==> config.mk <==
export PLATFORM = sky130hd
export DESIGN_NAME = omc_output_on_margin
export DESIGN_NICKNAME = d
export VERILOG_FILES = /design/src/core/omc_pkg.sv /design/src/core/omc_output_on_margin.sv
export SDC_FILE = /design/constraint.sdc
export NUM_CORES = 1
export LEC_CHECK = 0
export ABC_CLOCK_PERIOD_IN_PS = 1800
export BUFFER_PORTS_ARGS = -buffer_cell sky130_fd_sc_hd__buf_2
export CORE_ASPECT_RATIO = 0.75
export CORE_MARGIN = 4
export CORE_UTILIZATION = 41
export CTS_CLUSTER_SIZE = 12
export DETAILED_ROUTE_END_ITERATION = 10
export HOLD_SLACK_MARGIN = 0.03
export MAX_ROUTING_LAYER = met4
export PLACE_DENSITY_LB_ADDON = 0.12
export SYNTH_ARGS = -nofsm -noshare
export SYNTH_HDL_FRONTEND = slang
export SYNTH_SLANG_ARGS = --single-unit
==> constraint.sdc <==
create_clock -name i_clk -period 1.8 [get_ports i_clk]
set_input_delay 0.09 -clock i_clk [delete_from_list [all_inputs] [get_ports i_clk]]
set_output_delay 0.09 -clock i_clk [all_outputs]
set_load 0.1 [all_outputs]
==> src/core/omc_pkg.sv <==
package omc_pkg;

    // Command codes
    localparam logic [7:0] CMD_PAGE      = 8'h00;
    localparam logic [7:0] CMD_OPER      = 8'h01;

    // Page encodings {bit 7, bit 0}
    localparam logic [1:0] PAGE_CH0      = 2'h0;
    localparam logic [1:0] PAGE_CH1      = 2'h1;
    localparam logic [1:0] PAGE_ILLEGAL  = 2'h2;
    localparam logic [1:0] PAGE_BOTH     = 2'h3;
    localparam int         PAGE_HI_BIT   = 7;
    localparam int         PAGE_LO_BIT   = 0;
    localparam logic [1:0] PAGE_RESET    = 2'h0;

    // Output enable and margin register layout
    localparam int         ON_BIT        = 7;
    localparam int         MARGIN_LSB    = 2;
    localparam int         MARGIN_MSB    = 5;
    localparam logic [7:0] OPER_RESET    = 8'h00;

    // Margin codes
    localparam logic [3:0] MARGIN_OFF    = 4'h0;
    localparam logic [3:0] MARGIN_LO_IGN = 4'h5;
    localparam logic [3:0] MARGIN_LO_ACT = 4'h6;
    localparam logic [3:0] MARGIN_HI_IGN = 4'h9;
    localparam logic [3:0] MARGIN_HI_ACT = 4'ha;

    localparam logic [15:0] OFFSET_RESET = 16'h0000;

    typedef struct packed {
        logic       valid;
        logic       write;
        logic [7:0] code;
        logic [7:0] wdata;
    } omc_req_type;

    typedef struct packed {
        logic       ack;
        logic       nack;
        logic [7:0] rdata;
    } omc_rsp_type;

    typedef struct packed {
        logic       on;
        logic [3:0] margin;
    } omc_oper_type;

    typedef struct packed {
        logic [1:0]               page;
        omc_oper_type [1:0]       oper;
        omc_rsp_type              rsp;
        logic                     fault;
        logic [1:0]               en;
        logic [1:0]               ignore;
        logic [1:0][15:0]         offset;
        logic [1:0]               pin_s1;
        logic [1:0]               pin_s2;
        logic                     vin_s1;
        logic                     vin_s2;
    } omc_state_type;

endpackage

==> src/core/omc_output_on_margin.sv <==
`timescale 1ns/1ns
`default_nettype none

// Contract
// - Page 0 selects channel one copy, page 1 selects channel two copy.
// - With page 11 a write updates both channel copies together.
// - Page 11 reads return channel one; page write 10 is ignored.
// - Writes aimed at a slave channel leave its copy unchanged.
// - Slave channel access is NACKed, sets invalid command fault, alerts.
// - On bit enables output only when bus-on-honour is set.
// - Enable also needs input above threshold and pin response satisfied.
// - On bit and margin field reset to zero, margin off.
// - Margin codes: 0000 off, 0101/0110 low, 1001/1010 high; ignore or act.
// - Margin low loads low step offset; margin high loads high step.
// - Bits 6 and 1:0 ignore writes and read as zero.
module omc_output_on_margin (
    input  wire logic                  i_clk,
    input  wire logic                  i_rst,
    input  wire omc_pkg::omc_req_type  i_req,
    input  wire logic                  i_clear_fault,
    input  wire logic [1:0]            i_slave,
    input  wire logic [1:0]            i_bus_on_honour,
    input  wire logic [1:0]            i_pin_response,
    input  wire logic [1:0]            i_channel_control_pin,
    input  wire logic                  i_vin_above_threshold,
    input  wire logic [1:0][15:0]      i_margin_low_step,
    input  wire logic [1:0][15:0]      i_margin_high_step,
    output omc_pkg::omc_rsp_type       o_rsp,
    output logic [1:0]                 o_page,
    output logic [1:0]                 o_output_enable,
    output logic [1:0][15:0]           o_ref_offset,
    output logic [1:0]                 o_fault_ignore,
    output logic                       o_invalid_command_fault,
    output logic                       o_smbalert_out,
    output logic                       o_smbalert_oe
);

    omc_pkg::omc_state_type s;
    omc_pkg::omc_state_type next_s;
    logic [1:0]             tgt_w;
    logic [1:0]             tgt_r;
    logic [1:0]             new_page;

    always_comb begin
        unique case (s.page)
            omc_pkg::PAGE_BOTH: tgt_w = 2'h3;
            omc_pkg::PAGE_CH1:  tgt_w = 2'h2;
            default:            tgt_w = 2'h1;
        endcase
        tgt_r = (s.page == omc_pkg::PAGE_CH1) ? 2'h2 : 2'h1;
    end

    assign new_page = {i_req.wdata[omc_pkg::PAGE_HI_BIT],
                       i_req.wdata[omc_pkg::PAGE_LO_BIT]};

    always_comb begin
        next_s = s;
        next_s.pin_s1 = i_channel_control_pin;
        next_s.pin_s2 = s.pin_s1;
        next_s.vin_s1 = i_vin_above_threshold;
        next_s.vin_s2 = s.vin_s1;
        next_s.rsp.ack = 1'b0;
        next_s.rsp.nack = 1'b0;
        if (i_clear_fault) begin
            next_s.fault = 1'b0;
        end
        if (i_req.valid) begin
            unique case (i_req.code)
                omc_pkg::CMD_PAGE: begin
                    next_s.rsp.ack = 1'b1;
                    if (i_req.write) begin
                        if (new_page != omc_pkg::PAGE_ILLEGAL) begin
                            next_s.page = new_page;
                        end
                    end else begin
                        next_s.rsp.rdata = {s.page[1], 6'h00, s.page[0]};
                    end
                end
                omc_pkg::CMD_OPER: begin
                    if (i_req.write) begin
                        for (int c = 0; c < 2; c++) begin
                            // Slave copies keep their contents
                            if (tgt_w[c] && !i_slave[c]) begin
                                next_s.oper[c].on =
                                    i_req.wdata[omc_pkg::ON_BIT];
                                next_s.oper[c].margin =
                                    i_req.wdata[omc_pkg::MARGIN_MSB:
                                                omc_pkg::MARGIN_LSB];
                            end
                        end
                        if ((tgt_w & i_slave) != 2'h0) begin
                            next_s.rsp.nack = 1'b1;
                            next_s.fault = 1'b1;
                        end else begin
                            next_s.rsp.ack = 1'b1;
                        end
                    end else begin
                        if ((tgt_r & i_slave) != 2'h0) begin
                            next_s.rsp.nack = 1'b1;
                            next_s.fault = 1'b1;
                        end else begin
                            next_s.rsp.ack = 1'b1;
                            next_s.rsp.rdata = tgt_r[1] ?
                                {s.oper[1].on, 1'b0,
                                 s.oper[1].margin, 2'h0} :
                                {s.oper[0].on, 1'b0,
                                 s.oper[0].margin, 2'h0};
                        end
                    end
                end
                default: begin
                    next_s.rsp.nack = 1'b1;
                end
            endcase
        end
        for (int c = 0; c < 2; c++) begin
            next_s.en[c] = s.oper[c].on && i_bus_on_honour[c] &&
                           s.vin_s2 &&
                           (!i_pin_response[c] || s.pin_s2[c]);
            unique case (s.oper[c].margin)
                omc_pkg::MARGIN_LO_IGN,
                omc_pkg::MARGIN_LO_ACT: begin
                    next_s.offset[c] = i_margin_low_step[c];
                end
                omc_pkg::MARGIN_HI_IGN,
                omc_pkg::MARGIN_HI_ACT: begin
                    next_s.offset[c] = i_margin_high_step[c];
                end
                default: begin
                    next_s.offset[c] = omc_pkg::OFFSET_RESET;
                end
            endcase
            next_s.ignore[c] =
                (s.oper[c].margin == omc_pkg::MARGIN_LO_IGN) ||
                (s.oper[c].margin == omc_pkg::MARGIN_HI_IGN);
        end
    end

    always_ff @(posedge i_clk) begin
        if (i_rst) begin
            s <= '0;
            s.page <= omc_pkg::PAGE_RESET;
            s.oper[0] <= {omc_pkg::OPER_RESET[omc_pkg::ON_BIT],
                          omc_pkg::OPER_RESET[omc_pkg::MARGIN_MSB:
                                              omc_pkg::MARGIN_LSB]};
            s.oper[1] <= {omc_pkg::OPER_RESET[omc_pkg::ON_BIT],
                          omc_pkg::OPER_RESET[omc_pkg::MARGIN_MSB:
                                              omc_pkg::MARGIN_LSB]};
        end else begin
            s <= next_s;
        end
    end

    assign o_rsp                   = s.rsp;
    assign o_page                  = s.page;
    assign o_output_enable         = s.en;
    assign o_ref_offset            = s.offset;
    assign o_fault_ignore          = s.ignore;
    assign o_invalid_command_fault = s.fault;
    // Open-drain alert: pulled low while a fault is pending
    assign o_smbalert_out          = 1'b0;
    assign o_smbalert_oe           = s.fault;
endmodule

`default_nettype wire

==> results of run 1 <==
## area by class of cell
type	count	area, sq um
clock inverters	3	65.06
well taps	81	101.3
clock buffers	12	165.2
fillers	503	2162
diodes	1	2.502
inverters	5	18.77
repair buffers	226	1534
flip-flops and latches	63	1261
multi-input cells	163	1102
## worst reg2reg max path, cell delays in order (launching register included)
cell and delay [ns]:
dfxtp_1 0.39, xnor2_1 0.18, nor3b_4 0.59, a22oi_1 0.22, nor2_1 0.16
## final timing paths
path	from	to	depth (start not counted)
max	s[53]$_SDFFE_PP0P_	o_ref_offset[7]$_SDFF_PP0_	4
min	i_margin_low_step[26]	o_ref_offset[26]$_SDFF_PP0_	3
max reg2reg	s[53]$_SDFFE_PP0P_	o_ref_offset[7]$_SDFF_PP0_	4
min reg2reg	next_s[0]$_SDFF_PP0_	s[0]$_SDFF_PP0_	1
## metrics by stage
stage                     utilization (%)  TNS (ns)
after floorplan                         -         0
after global placement              50.71  -0.03826
after detailed placement            50.71  -0.04652
after CTS                           65.85         0
after global routing                66.24         0
final                               66.28         0
## power breakdown
part	switching, mW	internal (mW)	leakage, nW
Clock	0.501	0.884	0.118
Sequential	0.00170	1.40	0.509
Combinational	0.146	0.195	1.30
Total	0.649	2.48	1.93
## sequential cells by signal (all words and copies together), names as in the netlist
register	count
o_page	2
next_s	3
o_ref_offset	32
o_fault_ignore	2
s	13
o_invalid_command_fault	1
o_rsp	8
o_output_enable	2
## layer usage
layer  track usage [%]  vias to the layer above
li1                  -                     1332
met1             24.77                     1260
met2             34.28                      115
met3             7.199                       18
met4             8.257                        0
met5                 -                        -
## kinds of logic (layout without fill, tap and decap cells)
| family | count (synthesis) | in the layout |
|---|---|---|
| flops | 63 | 63 |
| xor+xnor | 4 | 4 |
| buf+inv | 67 | 246 |
| mux | 12 | 12 |
| compound gates | 59 | 59 |
| simple gates | 85 | 85 |
| other cells | 1 | 4 |
## Yosys cell counts (2+ instances only)
| library cell | instances |
|---|---|
| or4b_2 | 4 |
| clkbuf_1 | 10 |
| a22oi_1 | 32 |
| nor4_1 | 2 |
| or4_4 | 2 |
| a21oi_1 | 9 |
| mux2i_1 | 12 |
| nand2_1 | 3 |
| buf_4 | 51 |
| xnor2_1 | 4 |
| a211oi_1 | 2 |
| nor2b_1 | 8 |
| nor4b_1 | 2 |
| o21ai_0 | 2 |
| nand2b_1 | 2 |
| nor3_1 | 2 |
| o21a_1 | 4 |
| inv_1 | 5 |
| nor2_1 | 44 |
| nand4_1 | 2 |
| nor3b_1 | 4 |
| nand3_1 | 3 |
| o311ai_0 | 4 |
| dfxtp_1 | 63 |
## repair_timing
action	CTS	global route
endpoints found under the setup margin	0	32
gates resized for setup	0	4
hold buffers	74	0
endpoints found under the hold margin	43	0
==> metrics, run 1 <==
fraction of registers with async set/reset 0%; # rows 25; share of cells above drive strength 1 about two fifths; Req. time, crit path just over 2 ns; later-pin clock latency in the skew report ~0.33 ns; commonest cells after routing, fill and taps aside buf_2, dlygate4sd3_1, dfxtp_1; Critical Path Fanout Max 16; Fin Hold WS 0.04167 ns; final setup vio count 0; cell area after synthesis around 2800 sq um; Synth Area in Adders 0%; num ports between 100 and 150; clock skew slightly above 0.01 ns; CTS Sinks 63; Buf/Inv on CP 0; top-area cell type share of the netlist area a little under half; Initial Util a little over two fifths; CTS tree built; Max Cap Violations 0; register area share after synthesis between 40% and 50%; placed insts 464; VDD IR max 0.0004305 V; Finished Layout Cells roughly 550; Synth area leaders dfxtp_1, buf_4, a22oi_1; cell area after layout 4250 sq um; CP endpoint kind register; Final Power around 3.1 mW; top sig layer met4; largest family of logic cells by synthesized area simple AND/OR/NAND/NOR gates; Max stage delay on crit path roughly 0.6 ns; largest net degree at the start of global routing 29; Post CTS Setup Buffer Count 0; grt ovf 0; die height roughly 79 um; RSZ-0062 raised after global routing false; metal2 WL about 4000 um; cts bufs inserted 9; H-tree Lvls 3; clock root buffer clkbuf_8; met3 routed wirelength roughly 580 um; fin. max-slew vios 0; hold crit path type input port to register; Total GRT Usage a little over a fifth; Placer Congestion around 0.81; drt drc 0; Post-Synth XOR/XNOR Area around 1.3%; dpl hpwl about 4900 um; clock buffer depth 2; Die Footprint around 8100 sq um; Static Leakage approximately 1.9 nW; drt pass-1 iters 5; met1 WL 3450 um; number of antenna violations at the first check in global routing 0; Post-Route WL slightly above 8000 um; Synthesis Warnings 0; cell count after synthesis between 200 and 300; crit share post-route between 80 and 90%; input/output buffers ~140; commonest non-fill, non-tap cell in the layout buf_2; Mean Syn Cell Area about 9.5 sq um; post-route ant nets 0; CP Class register to register; dpl ws -0.04652 ns; area delta synth->final 54.27%; Max Clk Rate about 630 MHz; Cell Area, Placed roughly 3300 sq um; CP max stage cell nor3b_4; DR WL/cell between 10 and 15 um; Reg clk slew, reported paths 0.07 ns; Startpoint Class register; Power Density 736.1 nW/um^2; core area 6412 sq um; area fraction in compound gates after synthesis between 10% and 20%; post-route minimum period roughly 1.6 ns; ys flop type dfxtp_1; crit path cell chain xnor2_1, nor3b_4, a22oi_1, nor2_1; Post-synth EDFFs 0; Worst Path Arrival 1.85 ns; post-synth cell types 39; fin worst setup slack around 0.20 ns; Crit path max-delay family simple AND/OR/NAND/NOR gates; register bit count reported by yosys 63; initial detailed-routing violation count 112; Via density between 4 and 5; Nets between 500 and 600; number of global-route vias before repair around 2900; DR vias between 2000 and 3000; cell taking the most area after synthesis dfxtp_1; outcome finished, final reports clean; worst rel slew slack a little under three fifths; reg2reg setup slack around 0.20 ns; post-synthesis mux area share 4.360%; Slew @ Worst Pin ~0.67 ns; simple-gate share of the synthesized area 16.80%; Final Hold Viols 0; die span in x 102.7 um; first-pass GRT wire length ~13000 um
Power figures use the tool's default switching activity.
==> run 2: changes to the inputs <==
GPL_TIMING_DRIVEN = 0   (was default)
==> run 2 against run 1 <==
  * Cell count up 8.7%
  * Via count up 7.3%
  * Count of clock-buffer cells in the layout fell by 3
  * Setup slack worse by 0.063 ns
  * Fmax fell by 3.8%
  * Clock power is 16% lower
  * Largest cell class unchanged
  * Largest power group unchanged
==> metrics, run 2 (synthesis gave the netlist of run 1 again) <==
Critical R2R Launch s[59]$_SDFFE_PP0P_; CTS tree built; Post CTS Setup Buffer Count 0; post-route ant nets 0; Power Density 645.7 nW/um^2; Post-Route WL 8980 um; Final Hold Viols 0; Worst Path Arrival approximately 1.9 ns; H-tree Lvls 3; Fin Hold WS roughly 0.042 ns; R2R Path End o_ref_offset[29]$_SDFF_PP0_; RSZ-0062 raised after global routing false; Req. time, crit path 2.06 ns; Hold Path Cell Cnt 3; commonest cells after routing, fill and taps aside buf_2, dlygate4sd3_1, dfxtp_1; drt drc 0; clock root buffer clkbuf_8; Largest register FFs 32; Critical Path Fanout Max 10; met1 WL around 3700 um; core area roughly 6400 sq um; crit path launch s[59]$_SDFFE_PP0P_; clock skew 0.008876 ns; Final Util a little over two thirds; clock buffer depth 2; cts bufs inserted 9; later-pin clock latency in the skew report 0.34 ns; crit share post-route about 92%; VDD IR max about 0.00048 V; Initial Util a little over two fifths; DR WL/cell 14.92 um; die height ~79 um; fin. max-slew vios 0; grt ovf 0; number of antenna violations at the first check in global routing 0; Total GRT Usage a little under a quarter; CP Class register to register; drt pass-1 iters 4; dpl hpwl 5329 um; Die Footprint 8109 sq um; Max Cap Violations 0; post-route minimum period 1.659 ns; worst rel slew slack 55.10%; Reg clk slew, reported paths approximately 0.07 ns; Inserted Diodes 0; DR vias 2924; commonest non-fill, non-tap cell in the layout buf_2; CTS Sinks 63; metal2 WL between 4000 and 5000 um; Via density 4.857; first-pass GRT wire length roughly 14000 um; placed insts approximately 510; Startpoint Class register; Layout fillers ~480; FF-to-FF path depth 5; hold crit path type input port to register; share of cells above drive strength 1 43.19%; Hold EP o_ref_offset[26]$_SDFF_PP0_; met3 routed wirelength between 600 and 700 um; input/output buffers between 100 and 150; Slew @ Worst Pin between 0.6 and 0.7 ns; Nets around 610; number of global-route vias before repair roughly 3000; top sig layer met4; outcome finished, final reports clean; Max Clk Rate about 600 MHz; CP endpoint kind register; reg2reg setup slack approximately 0.14 ns; Finished Layout Cells ~600; Placer Congestion between 0.8 and 0.9; Cell Area, Placed 3555 sq um; initial detailed-routing violation count 128; num ports approximately 150; cell area after layout around 4500 sq um; largest net degree at the start of global routing 12; # rows 25; final setup vio count 0; die span in x about 100 um; area delta synth->final 64.80%; setup tns final 0 ns; HP Start i_margin_low_step[26]; Static Leakage 2.139 nW
==> run 2: changes by cell type in the layout (fill, tap and decap cells not counted), sizes merged <==
cell / delta
dlygate4sd3: +1
diode: -1
buf: +38
clkinv: +1
bufinv: -1
clkbuf: +7
clkinvlp: +3
==> run 2: report_power, final <==
part           leakage, nW  switching [mW]  internal, mW
registers            0.509         0.00174          1.40
clock network       0.0871           0.548         0.626
logic                 1.54           0.156         0.199
==> run 2: worst max-delay path by stage <==
stage                                   to  slack [ns]  cells past startpoint
2_1_floorplan        o_rsp[0]$_SDFFE_PP0P_        0.05                      4
3_3_place_gp   o_ref_offset[31]$_SDFF_PP0_       -0.17                      5
3_5_place_dp        o_page[1]$_SDFFE_PP0P_       -0.21                      5
4_1_cts        o_ref_offset[26]$_SDFF_PP0_        0.05                      5
5_1_grt        o_ref_offset[29]$_SDFF_PP0_       0.006                      5
6_report       o_ref_offset[29]$_SDFF_PP0_        0.14                      5
==> run 2: area by class of cell <==
class                           instances  area, sq um  area share, %
Multi-Input combinational cell        163         1100          24.22
Tap cell                               81        101.3          2.232
Sequential cell                        63         1262          27.80
Clock inverter                          6        62.56          1.378
Clock buffer                            9        123.9          2.728
Inverter                                5        18.77         0.4133
Buffer                                 62        430.4          9.479
Timing Repair Buffer                  213         1441          31.74
==> run 2: routing by layer <==
metal / track usage [%] / vias to the layer above
met5: - / -
met4: 9.174 / 0
met3: 7.463 / 24
met2: 37.50 / 139
met1: 27.46 / 1329
li1: - / 1432
==> run 2: critical path, cell delays in order (launching register included) <==
cell	delay, ns
dfxtp_1	0.40
xnor2_1	0.13
nor3b_2	0.48
clkbuf_2	0.34
a22oi_1	0.12
nor2_1	0.11
==> run 2: repair_timing <==
item                                    4_1_cts  5_1_grt
endpoints found under the hold margin        46        0
hold buffers                                 75        0
pin swaps                                     0        0
endpoints found under the setup margin       30       26
resized for setup                             7       10
==> run 2: through the flow <==
| stage | worst slack (ns) | power [mW] |
|---|---|---|
| final | 0.1406 | 2.932 |
| after global placement | -0.1746 | 1.646 |
| after CTS | 0.05475 | 2.942 |
| after detailed placement | -0.2137 | 1.649 |
| after floorplan | 0.04514 | 1.526 |
| after global routing | 0.005513 | 3.051 |
